**src/pkg/sktk_consts.svh**
```systemverilog
// Constants of the seconds counter timekeeper: offsets, fields, reset values, timing.
// Assumes it is included by bare name from the design files; the package does not include it.
`ifndef SKTK_CONSTS_SVH
`define SKTK_CONSTS_SVH

// ****************************************
// Timing
// ****************************************
`define SKTK_CLK_HZ 25000000
`define SKTK_HOLD_MS 250
`define SKTK_OSC_START_MS 1
`define SKTK_DIV_LAST 15'h7fff

// ****************************************
// Register map
// ****************************************
`define SKTK_REG_CNT0 3'h0
`define SKTK_REG_CNT3 3'h3
`define SKTK_REG_CTRL 3'h4
`define SKTK_REG_CHG 3'h5
`define SKTK_REG_LAST 3'h5

// ****************************************
// Fields and reset values
// ****************************************
`define SKTK_HALT_BIT 7
`define SKTK_KEY_HI 7
`define SKTK_KEY_LO 4
`define SKTK_KEY_VAL 4'ha
`define SKTK_DIODE_HI 3
`define SKTK_DIODE_LO 2
`define SKTK_DIODE_NONE 2'h1
`define SKTK_DIODE_ONE 2'h2
`define SKTK_RES_HI 1
`define SKTK_RES_LO 0
`define SKTK_RES_OFF 2'h0
`define SKTK_CHG_RST 8'h00
`define SKTK_HALT_RST 1'h0
`define SKTK_CNT_RST 32'h0000_0000
`define SKTK_BYTE_BITS 4'h8

`endif

```
**src/pkg/sktk_pkg.sv**
```systemverilog
// Types shared by the timekeeper design files.
// Assumes nothing of the include path; it does not use the constants header.
package sktk_pkg;
    typedef enum logic [3:0] {
        SKTK_IDLE,
        SKTK_ADDR,
        SKTK_ACK_ADDR,
        SKTK_PTR,
        SKTK_ACK_PTR,
        SKTK_WR,
        SKTK_ACK_WR,
        SKTK_RD,
        SKTK_RD_ACK
    } sktk_state_e;
endpackage : sktk_pkg

```
**src/hw/sktk_sync.sv**
```systemverilog
// Two-flop synchroniser for a group of independent levels.
// Assumes each bit is a slow level from outside the clock domain.
`timescale 1ns/1ps
`default_nettype none
module sktk_sync #(
    parameter int W = 1
) (
    input wire logic ref_clk_i,
    input wire logic reset_i,
    input wire logic [W-1:0] d_i,
    output var logic [W-1:0] q_o
);
    logic [W-1:0] meta;
    logic [W-1:0] next_meta;
    logic [W-1:0] next_q;

    always_comb begin
        next_meta = d_i;
        next_q = meta;
    end

    // Reset values are all ones, the idle bus level, so no false SCL or SDA edge appears after reset.
    always_ff @(posedge ref_clk_i) begin
        if (reset_i) begin
            meta <= {W{1'b1}};
            q_o <= {W{1'b1}};
        end else begin
            meta <= next_meta;
            q_o <= next_q;
        end
    end
endmodule : sktk_sync
`default_nettype wire

```
**src/hw/sktk_top.sv**
```systemverilog
// Seconds counter timekeeper: 2-wire slave, six byte registers, power-fail reset.
// Assumes scl, sda, the crystal clock and the supply monitor are asynchronous pins.
`timescale 1ns/1ps
`default_nettype none
`include "sktk_consts.svh"
module sktk_top import sktk_pkg::*; #(
    // Bus identity; the value is arbitrary.
    parameter logic [6:0] DEV_ADDR = 7'h2a,
    parameter int unsigned HOLD_CYCLES =
        int'((64'd`SKTK_HOLD_MS * 64'd`SKTK_CLK_HZ) / 64'd1000),
    parameter int unsigned OSC_START_CYCLES =
        int'((64'd`SKTK_OSC_START_MS * 64'd`SKTK_CLK_HZ) / 64'd1000)
) (
    input wire logic ref_clk_i,
    input wire logic reset_i,
    input wire logic scl_i,
    input wire logic sda_i,
    output var logic sda_o,
    output var logic sda_oe_o,
    input wire logic osc_clk_i,
    input wire logic power_fail_i,
    output var logic reset_n_o,
    output var logic reset_n_oe_o,
    output var logic osc_run_o,
    output var logic charge_en_o,
    output var logic diode_on_o,
    output var logic [1:0] res_sel_o
);
    // ****************************************
    // Pin sampling and edges
    // ****************************************
    logic [3:0] sy;
    logic scl_s, sda_s, osc_s, pf;
    logic scl_q, sda_q, osc_q;
    logic scl_rise, scl_fall, start, stop, osc_rise;

    sktk_sync #(.W(4)) u_sync (
        .ref_clk_i(ref_clk_i),
        .reset_i(reset_i),
        .d_i({scl_i, sda_i, osc_clk_i, power_fail_i}),
        .q_o(sy)
    );

    assign {scl_s, sda_s, osc_s} = sy[3:1];

    always_ff @(posedge ref_clk_i) begin
        if (reset_i) begin
            scl_q <= 1'b1;
            sda_q <= 1'b1;
            osc_q <= 1'b1;
        end else begin
            scl_q <= scl_s;
            sda_q <= sda_s;
            osc_q <= osc_s;
        end
    end

    // The monitor line is active high: supply at or below the trip point.
    assign pf = sy[0];
    assign scl_rise = scl_s & ~scl_q;
    assign scl_fall = ~scl_s & scl_q;
    assign start = scl_s & scl_q & sda_q & ~sda_s;
    assign stop = scl_s & scl_q & ~sda_q & sda_s;
    assign osc_rise = osc_s & ~osc_q;

    // ****************************************
    // Serial slave and registers
    // ****************************************
    sktk_state_e state, next_state;
    logic [3:0] bitcnt, next_bitcnt;
    logic [7:0] rx, next_rx, tx, next_tx, rdata;
    logic [2:0] ptr, next_ptr;
    logic rw, next_rw, sda_oe, next_sda_oe;
    logic [31:0] shadow, next_shadow, cnt;
    logic dirty, next_dirty, halt, next_halt;
    logic [7:0] chg, next_chg;
    logic load_cnt, ptr_adv;

    always_comb begin
        unique case (ptr)
            `SKTK_REG_CTRL: rdata = {halt, 7'h00};
            `SKTK_REG_CHG: rdata = chg;
            default: rdata = shadow[{ptr[1:0], 3'b000} +: 8];
        endcase
    end

    always_comb begin
        next_state = state;
        next_bitcnt = bitcnt;
        next_rx = rx;
        next_tx = tx;
        next_ptr = ptr;
        next_rw = rw;
        next_sda_oe = sda_oe;
        next_shadow = shadow;
        next_dirty = dirty;
        next_halt = halt;
        next_chg = chg;
        load_cnt = 1'b0;
        ptr_adv = 1'b0;
        if (pf) begin
            // A transfer cut by power fail is dropped, partial writes too.
            next_state = SKTK_IDLE;
            next_sda_oe = 1'b0;
            next_bitcnt = 4'h0;
            next_dirty = 1'b0;
        end else if (start || stop) begin
            // Counter bytes land together so the count never holds a mix.
            load_cnt = dirty;
            next_dirty = 1'b0;
            next_sda_oe = 1'b0;
            next_bitcnt = 4'h0;
            next_state = start ? SKTK_ADDR : SKTK_IDLE;
        end else begin
            unique case (state)
                SKTK_IDLE: begin
                end
                SKTK_ADDR, SKTK_PTR, SKTK_WR: begin
                    if (scl_rise) begin
                        next_rx = {rx[6:0], sda_s};
                        next_bitcnt = bitcnt + 4'h1;
                    end else if (scl_fall && bitcnt == `SKTK_BYTE_BITS) begin
                        next_bitcnt = 4'h0;
                        next_sda_oe = 1'b1;
                        if (state == SKTK_ADDR) begin
                            if (rx[7:1] == DEV_ADDR) begin
                                next_state = SKTK_ACK_ADDR;
                                next_rw = rx[0];
                                // Snapshot keeps a multi-byte read coherent.
                                next_shadow = cnt;
                            end else begin
                                next_state = SKTK_IDLE;
                                next_sda_oe = 1'b0;
                            end
                        end else if (state == SKTK_PTR) begin
                            next_state = SKTK_ACK_PTR;
                            next_ptr = (rx[7:3] == 5'h00 && rx[2:0] <= `SKTK_REG_LAST)
                                ? rx[2:0] : `SKTK_REG_CNT0;
                        end else begin
                            next_state = SKTK_ACK_WR;
                            ptr_adv = 1'b1;
                            if (ptr <= `SKTK_REG_CNT3) begin
                                next_shadow[{ptr[1:0], 3'b000} +: 8] = rx;
                                next_dirty = 1'b1;
                            end else if (ptr == `SKTK_REG_CTRL) begin
                                next_halt = rx[`SKTK_HALT_BIT];
                            end else begin
                                next_chg = rx;
                            end
                        end
                    end
                end
                SKTK_ACK_ADDR, SKTK_ACK_PTR, SKTK_ACK_WR: begin
                    if (scl_fall) begin
                        next_sda_oe = 1'b0;
                        if (state == SKTK_ACK_ADDR && rw) begin
                            next_state = SKTK_RD;
                            next_tx = rdata;
                            next_sda_oe = ~rdata[7];
                        end else if (state == SKTK_ACK_ADDR) begin
                            next_state = SKTK_PTR;
                        end else begin
                            next_state = SKTK_WR;
                        end
                    end
                end
                SKTK_RD: begin
                    if (scl_rise) begin
                        next_bitcnt = bitcnt + 4'h1;
                    end else if (scl_fall) begin
                        if (bitcnt == `SKTK_BYTE_BITS) begin
                            next_state = SKTK_RD_ACK;
                            next_sda_oe = 1'b0;
                            next_bitcnt = 4'h0;
                            ptr_adv = 1'b1;
                        end else begin
                            next_tx = {tx[6:0], 1'b0};
                            next_sda_oe = ~tx[6];
                        end
                    end
                end
                SKTK_RD_ACK: begin
                    if (scl_rise && sda_s) begin
                        next_state = SKTK_IDLE;
                    end else if (scl_fall) begin
                        next_state = SKTK_RD;
                        next_tx = rdata;
                        next_sda_oe = ~rdata[7];
                    end
                end
            endcase
        end
        if (ptr_adv) begin
            if (ptr == `SKTK_REG_LAST) begin
                next_ptr = `SKTK_REG_CNT0;
                if (rw) begin
                    next_shadow = cnt;
                end
            end else begin
                next_ptr = ptr + 3'h1;
            end
        end
    end

    always_ff @(posedge ref_clk_i) begin
        if (reset_i) begin
            state <= SKTK_IDLE;
            bitcnt <= 4'h0;
            rx <= 8'h00;
            tx <= 8'h00;
            ptr <= `SKTK_REG_CNT0;
            rw <= 1'b0;
            sda_oe <= 1'b0;
            shadow <= `SKTK_CNT_RST;
            dirty <= 1'b0;
            halt <= `SKTK_HALT_RST;
            chg <= `SKTK_CHG_RST;
        end else begin
            state <= next_state;
            bitcnt <= next_bitcnt;
            rx <= next_rx;
            tx <= next_tx;
            ptr <= next_ptr;
            rw <= next_rw;
            sda_oe <= next_sda_oe;
            shadow <= next_shadow;
            dirty <= next_dirty;
            halt <= next_halt;
            chg <= next_chg;
        end
    end

    // ****************************************
    // Timekeeping, reset output, charger decode
    // ****************************************
    logic [14:0] div, next_div;
    logic [31:0] next_cnt, hold, next_hold;
    logic rst_act, next_rst_act, osc_on, tick;
    logic next_charge, next_diode;
    logic [1:0] next_res;

    always_comb begin
        // In backup with the bit set the oscillator is stopped.
        osc_on = ~pf | ~halt;
        tick = osc_rise & osc_on & (div == `SKTK_DIV_LAST);
        next_div = div;
        next_cnt = cnt;
        if (load_cnt) begin
            next_div = 15'h0000;
            next_cnt = shadow;
        end else if (osc_rise && osc_on) begin
            next_div = div + 15'h0001;
            if (tick && !halt) begin
                next_cnt = cnt + 32'h0000_0001;
            end
        end
        if (pf) begin
            next_rst_act = 1'b1;
            next_hold = halt ? 32'(HOLD_CYCLES + OSC_START_CYCLES)
                : 32'(HOLD_CYCLES);
        end else if (hold != 32'h0000_0000) begin
            next_rst_act = 1'b1;
            next_hold = hold - 32'h0000_0001;
        end else begin
            next_rst_act = 1'b0;
            next_hold = hold;
        end
        next_diode = next_chg[`SKTK_DIODE_HI:`SKTK_DIODE_LO] == `SKTK_DIODE_ONE;
        next_res = next_chg[`SKTK_RES_HI:`SKTK_RES_LO];
        next_charge = (next_chg[`SKTK_KEY_HI:`SKTK_KEY_LO] == `SKTK_KEY_VAL)
            && (next_diode
                || next_chg[`SKTK_DIODE_HI:`SKTK_DIODE_LO] == `SKTK_DIODE_NONE)
            && (next_res != `SKTK_RES_OFF);
    end

    always_ff @(posedge ref_clk_i) begin
        if (reset_i) begin
            div <= 15'h0000;
            cnt <= `SKTK_CNT_RST;
            hold <= 32'(HOLD_CYCLES);
            rst_act <= 1'b1;
            osc_run_o <= 1'b1;
            charge_en_o <= 1'b0;
            diode_on_o <= 1'b0;
            res_sel_o <= `SKTK_RES_OFF;
            sda_oe_o <= 1'b0;
            sda_o <= 1'b0;
            reset_n_o <= 1'b0;
            reset_n_oe_o <= 1'b1;
        end else begin
            div <= next_div;
            cnt <= next_cnt;
            hold <= next_hold;
            rst_act <= next_rst_act;
            osc_run_o <= ~pf | ~next_halt;
            charge_en_o <= next_charge;
            diode_on_o <= next_charge & next_diode;
            res_sel_o <= next_charge ? next_res : `SKTK_RES_OFF;
            // Open drain: only ever pull low, release by dropping the enable.
            sda_oe_o <= next_sda_oe;
            sda_o <= 1'b0;
            reset_n_o <= 1'b0;
            reset_n_oe_o <= next_rst_act;
        end
    end
endmodule : sktk_top
`default_nettype wire

```
**config.mk**
```make
export PLATFORM = sky130hd
export DESIGN_NAME = sktk_top
export DESIGN_NICKNAME = d
export VERILOG_FILES = /design/src/pkg/sktk_pkg.sv /design/src/hw/sktk_sync.sv /design/src/hw/sktk_top.sv
export VERILOG_INCLUDE_DIRS = /design/src /design/src/pkg
export SDC_FILE = /design/constraint.sdc
export NUM_CORES = 1
export LEC_CHECK = 0
export BUFFER_PORTS_ARGS = -buffer_cell sky130_fd_sc_hd__buf_2
export CAP_MARGIN = 5
export CORE_MARGIN = 5
export CORE_UTILIZATION = 45
export CTS_CLUSTER_SIZE = 12
export DETAILED_ROUTE_END_ITERATION = 12
export GPL_ROUTABILITY_DRIVEN = 0
export SYNTH_ARGS = -nofsm -noshare
export SYNTH_HDL_FRONTEND = slang
export SYNTH_SLANG_ARGS = --single-unit
```
**constraint.sdc**
```tcl
create_clock -name ref_clk_i -period 5.3 [get_ports ref_clk_i]
set_clock_uncertainty 0.2 [all_clocks]
set_input_delay 0.53 -clock ref_clk_i [delete_from_list [all_inputs] [get_ports ref_clk_i]]
set_output_delay 0.53 -clock ref_clk_i [all_outputs]
set_load 0.02 [all_outputs]
```
==> results.md <==
* Sequential share of the synthesized area at 37.6%
* Reg clk slew, reported paths at 70 ps
* Tcrit/Tclk final at 77.1%
* Yosys top cell by area: dfxtp_1
* Synth Warn # at 0
* Die Ht at 150 µm
* Tmin final at 4080 ps
* Critical path fanouts, max at 18
* Required @ worst endpoint at 5450 ps
* Final hold viol count at 0
* Starting density of the core at 45.6%
* RSZ-0062 raised after global routing: no
* M3 GR Usage at 3.73%
* TNS Setup at 0 ps
* Slew HR at 15.0%
* GRT Total Usage at 21.3%
* CP cell instances: inv_1 > ha_1 > o21ai_0 > nand3_1 > mux2_2 > ha_1 > or4_1 > a31oi_1 > a41oi_1 > nor3b_1
* Die area at 22600 µm²
* IO Port Bufs at 12
* Clk root buf: clkbuf_16
* Yosys reg bits at 166
* Largest stage delay on the critical path at 880 ps
* Status: complete, no violations
* Worst Setup Start Kind: flip-flop
* Family with the most delay on the worst path: simple AND/OR/NAND/NOR gates
* GR Layer Usage met1 at 30.9%
* Syn Area/Cell at 8.79 µm²
* Maximum clock rate at 245 MHz
* Layout fillers at 1913
* Pwr Density at 273 nW/µm²
* Final setup violating endpoints at 0
* Share of cells above drive strength 1 at 9.29%
* Vias in the first global route at 6954
* # diodes at 0
* Gr busiest metal: met2
* Fin nets at 1000
* R2r setup slk at 1220 ps
* Post-synth top area share at 37.6%
* CP Capture Type: flip-flop
* CTS-repair resized insts at 0
* Static leakage at 3.42 nW
* Met2 usage at 32.1%
* Clock tree from TritonCTS: yes
* Least-Margin Pin Slew at 1270 ps
* First-pass GRT wire length at 38200 µm
* Row count at 51
* HPWL after DPL at 16400 µm
* Worst-Skew Late Latency at 430 ps
* Top post-synthesis cells by area: dfxtp_1, nor2_1, a221o_1
* Deepest clock path buffer count at 2
* Antenna-violating nets left at 0
* Synthesis-to-finish area growth at 9.14%
* Distinct cell type count after synthesis at 77
* Cells after Synth at 1006
* Die X at 150 µm
* Max-cap violations at 0
* Max IR drop VDD at 0.197 mV
* DR WL/cell at 18.9 µm
* Router iterations before antenna repair at 6
* Cell repeated most along the worst path: ha_1
* Commonest register cell after synthesis: dfxtp_1
* Mapped Area at 8850 µm²
* Core footprint at 19400 µm²
* Post-synth EDFFs at 0
* Type of the worst min-delay path: in -> reg
* Final total power at 2.64 mW
* Critical path class: reg -> reg
* Ports at 15
* Setup Buffers After CTS at 0
* Vias post-DR at 7602
* Initial DRC count at 562
* Drt via density at 6.06
* Inserted Clock Buffers at 17
* Antenna violations before repair at 0
* TritonCTS sink count at 166
* Htree depth at 4
* Arr. time, crit path at 4230 ps
* Slew Viols, Final at 0
* WP buf/inv at 1
* Gr ovfl total at 0
* CTS Hold Bufs at 0
* Slowest cell on crit path: dfxtp_1
* Detailed Route WL at 23700 µm
* Ys async rst share at 0%
* # DRC at 0
* Largest net degree at the start of global routing at 55
-- final timing paths --
check            startpoint             end  cells past startpoint
min reg2reg  u_sync.meta[2]   u_sync.q_o[2]                      1
max                  ptr[0]      diode_on_o                     10
max reg2reg          ptr[0]      diode_on_o                     10
min               osc_clk_i  u_sync.meta[1]                      2
-- metal layers --
metal / share of wire, % / vias to the layer above / wire length (µm)
met5: 0 / - / 0
met4: 2.2 / 0 / 514
met3: 4.9 / 37 / 1150
met2: 44 / 196 / 10500
met1: 49 / 3667 / 11500
li1: - / 3702 / -
-- sequential cells by signal (all words and copies together) (netlist names), 2 cells and up, named ones only --
signal	flops
cnt	32
hold	32
shadow	32
div	15
chg	8
rx	8
tx	7
bitcnt	4
state	4
u_sync.meta	4
u_sync.q_o	4
ptr	3
res_sel_o	2
-- worst reg2reg max path, cell delays in order (launching register included) --
cell     delay [ps]
dfxtp_1         880
inv_1           230
ha_1            360
o21ai_0         360
nand3_1         320
mux2_2          370
ha_1            290
or4_1           540
a31oi_1         180
a41oi_1          70
nor3b_1         210
-- power breakdown --
group	internal (mW)	total, mW	switching (mW)
Clock	0.807	1.31	0.506
Combinational	0.0177	0.0649	0.0473
Sequential	1.25	1.26	0.00524
-- metrics by stage --
stage	setup WS [ps]	cell area (µm²)	utilization [%]	hold slack, ps	std cells
after floorplan	1430	8850	-	189	1007
after CTS	1230	9660	49.8	72.3	1255
final	1220	9660	49.8	81.4	1255
after global placement	1380	9040	46.6	195	1225
after detailed placement	1250	9040	46.6	192	1225
after global routing	807	9660	49.8	70.8	1255
-- Yosys cell counts (10+ instances only) --
cell type / count
a211oi_1: 17
a21oi_1: 26
a221o_1: 32
and2_1: 21
and3_1: 22
and4_1: 10
clkbuf_1: 57
dfxtp_1: 166
ha_1: 15
inv_1: 24
mux2i_1: 25
nand2_1: 72
nand3_1: 39
nand4_1: 37
nor2_1: 94
nor3_1: 33
nor3b_1: 22
nor4_1: 18
o211ai_1: 14
o21ai_0: 28
or2_2: 12
or3_1: 13
or4_1: 13
xnor2_1: 18
xor2_1: 36
-- kinds of logic after synthesis --
group                      after synthesis  synth area share, %
DFF                                    166                 37.6
AOI/OAI and AO/OA                      191                 17.4
xor gates and xnor gates                54                 5.35
adders and majority gates               15                 2.12
muxes                                   35                 5.12
and+or+nand+nor                        452                 28.2
other                                    1               0.0424
buffers and inverters                   92                 4.19
-- area by class of cell --
class	count	area, µm²	share of cell area, %
Tap cell	265	332	3.43
Clock buffer	21	460	4.77
Clock inverter	9	151	1.57
Sequential cell	166	3320	34.4
Multi-Input combinational cell	749	5170	53.6
Inverter	24	90.1	0.933
Timing Repair Buffer	21	128	1.32
-- layout by cell type, fill, tap and decap left out, drive strengths merged, types with 10 or more instances in the layout --
| master | netlist | final |
|---|---|---|
| xor2 | 36 | 36 |
| nor3 | 33 | 33 |
| ha | 15 | 15 |
| nor2 | 94 | 94 |
| and2 | 23 | 23 |
| or2 | 14 | 14 |
| buf | 11 | 21 |
| o211ai | 14 | 14 |
| nor4 | 22 | 22 |
| dfxtp | 166 | 166 |
| nand3 | 39 | 39 |
| o21ai | 28 | 28 |
| nand2 | 72 | 72 |
| and4 | 10 | 10 |
| nand4 | 37 | 37 |
| a21oi | 28 | 28 |
| nor3b | 22 | 22 |
| mux2i | 25 | 25 |
| inv | 24 | 24 |
| or4 | 15 | 15 |
| and3 | 22 | 22 |
| or3 | 13 | 13 |
| a211oi | 17 | 17 |
| a221o | 32 | 32 |
| xnor2 | 18 | 18 |
| clkbuf | 57 | 21 |
No activity file was read; power rests on OpenSTA's default activity.
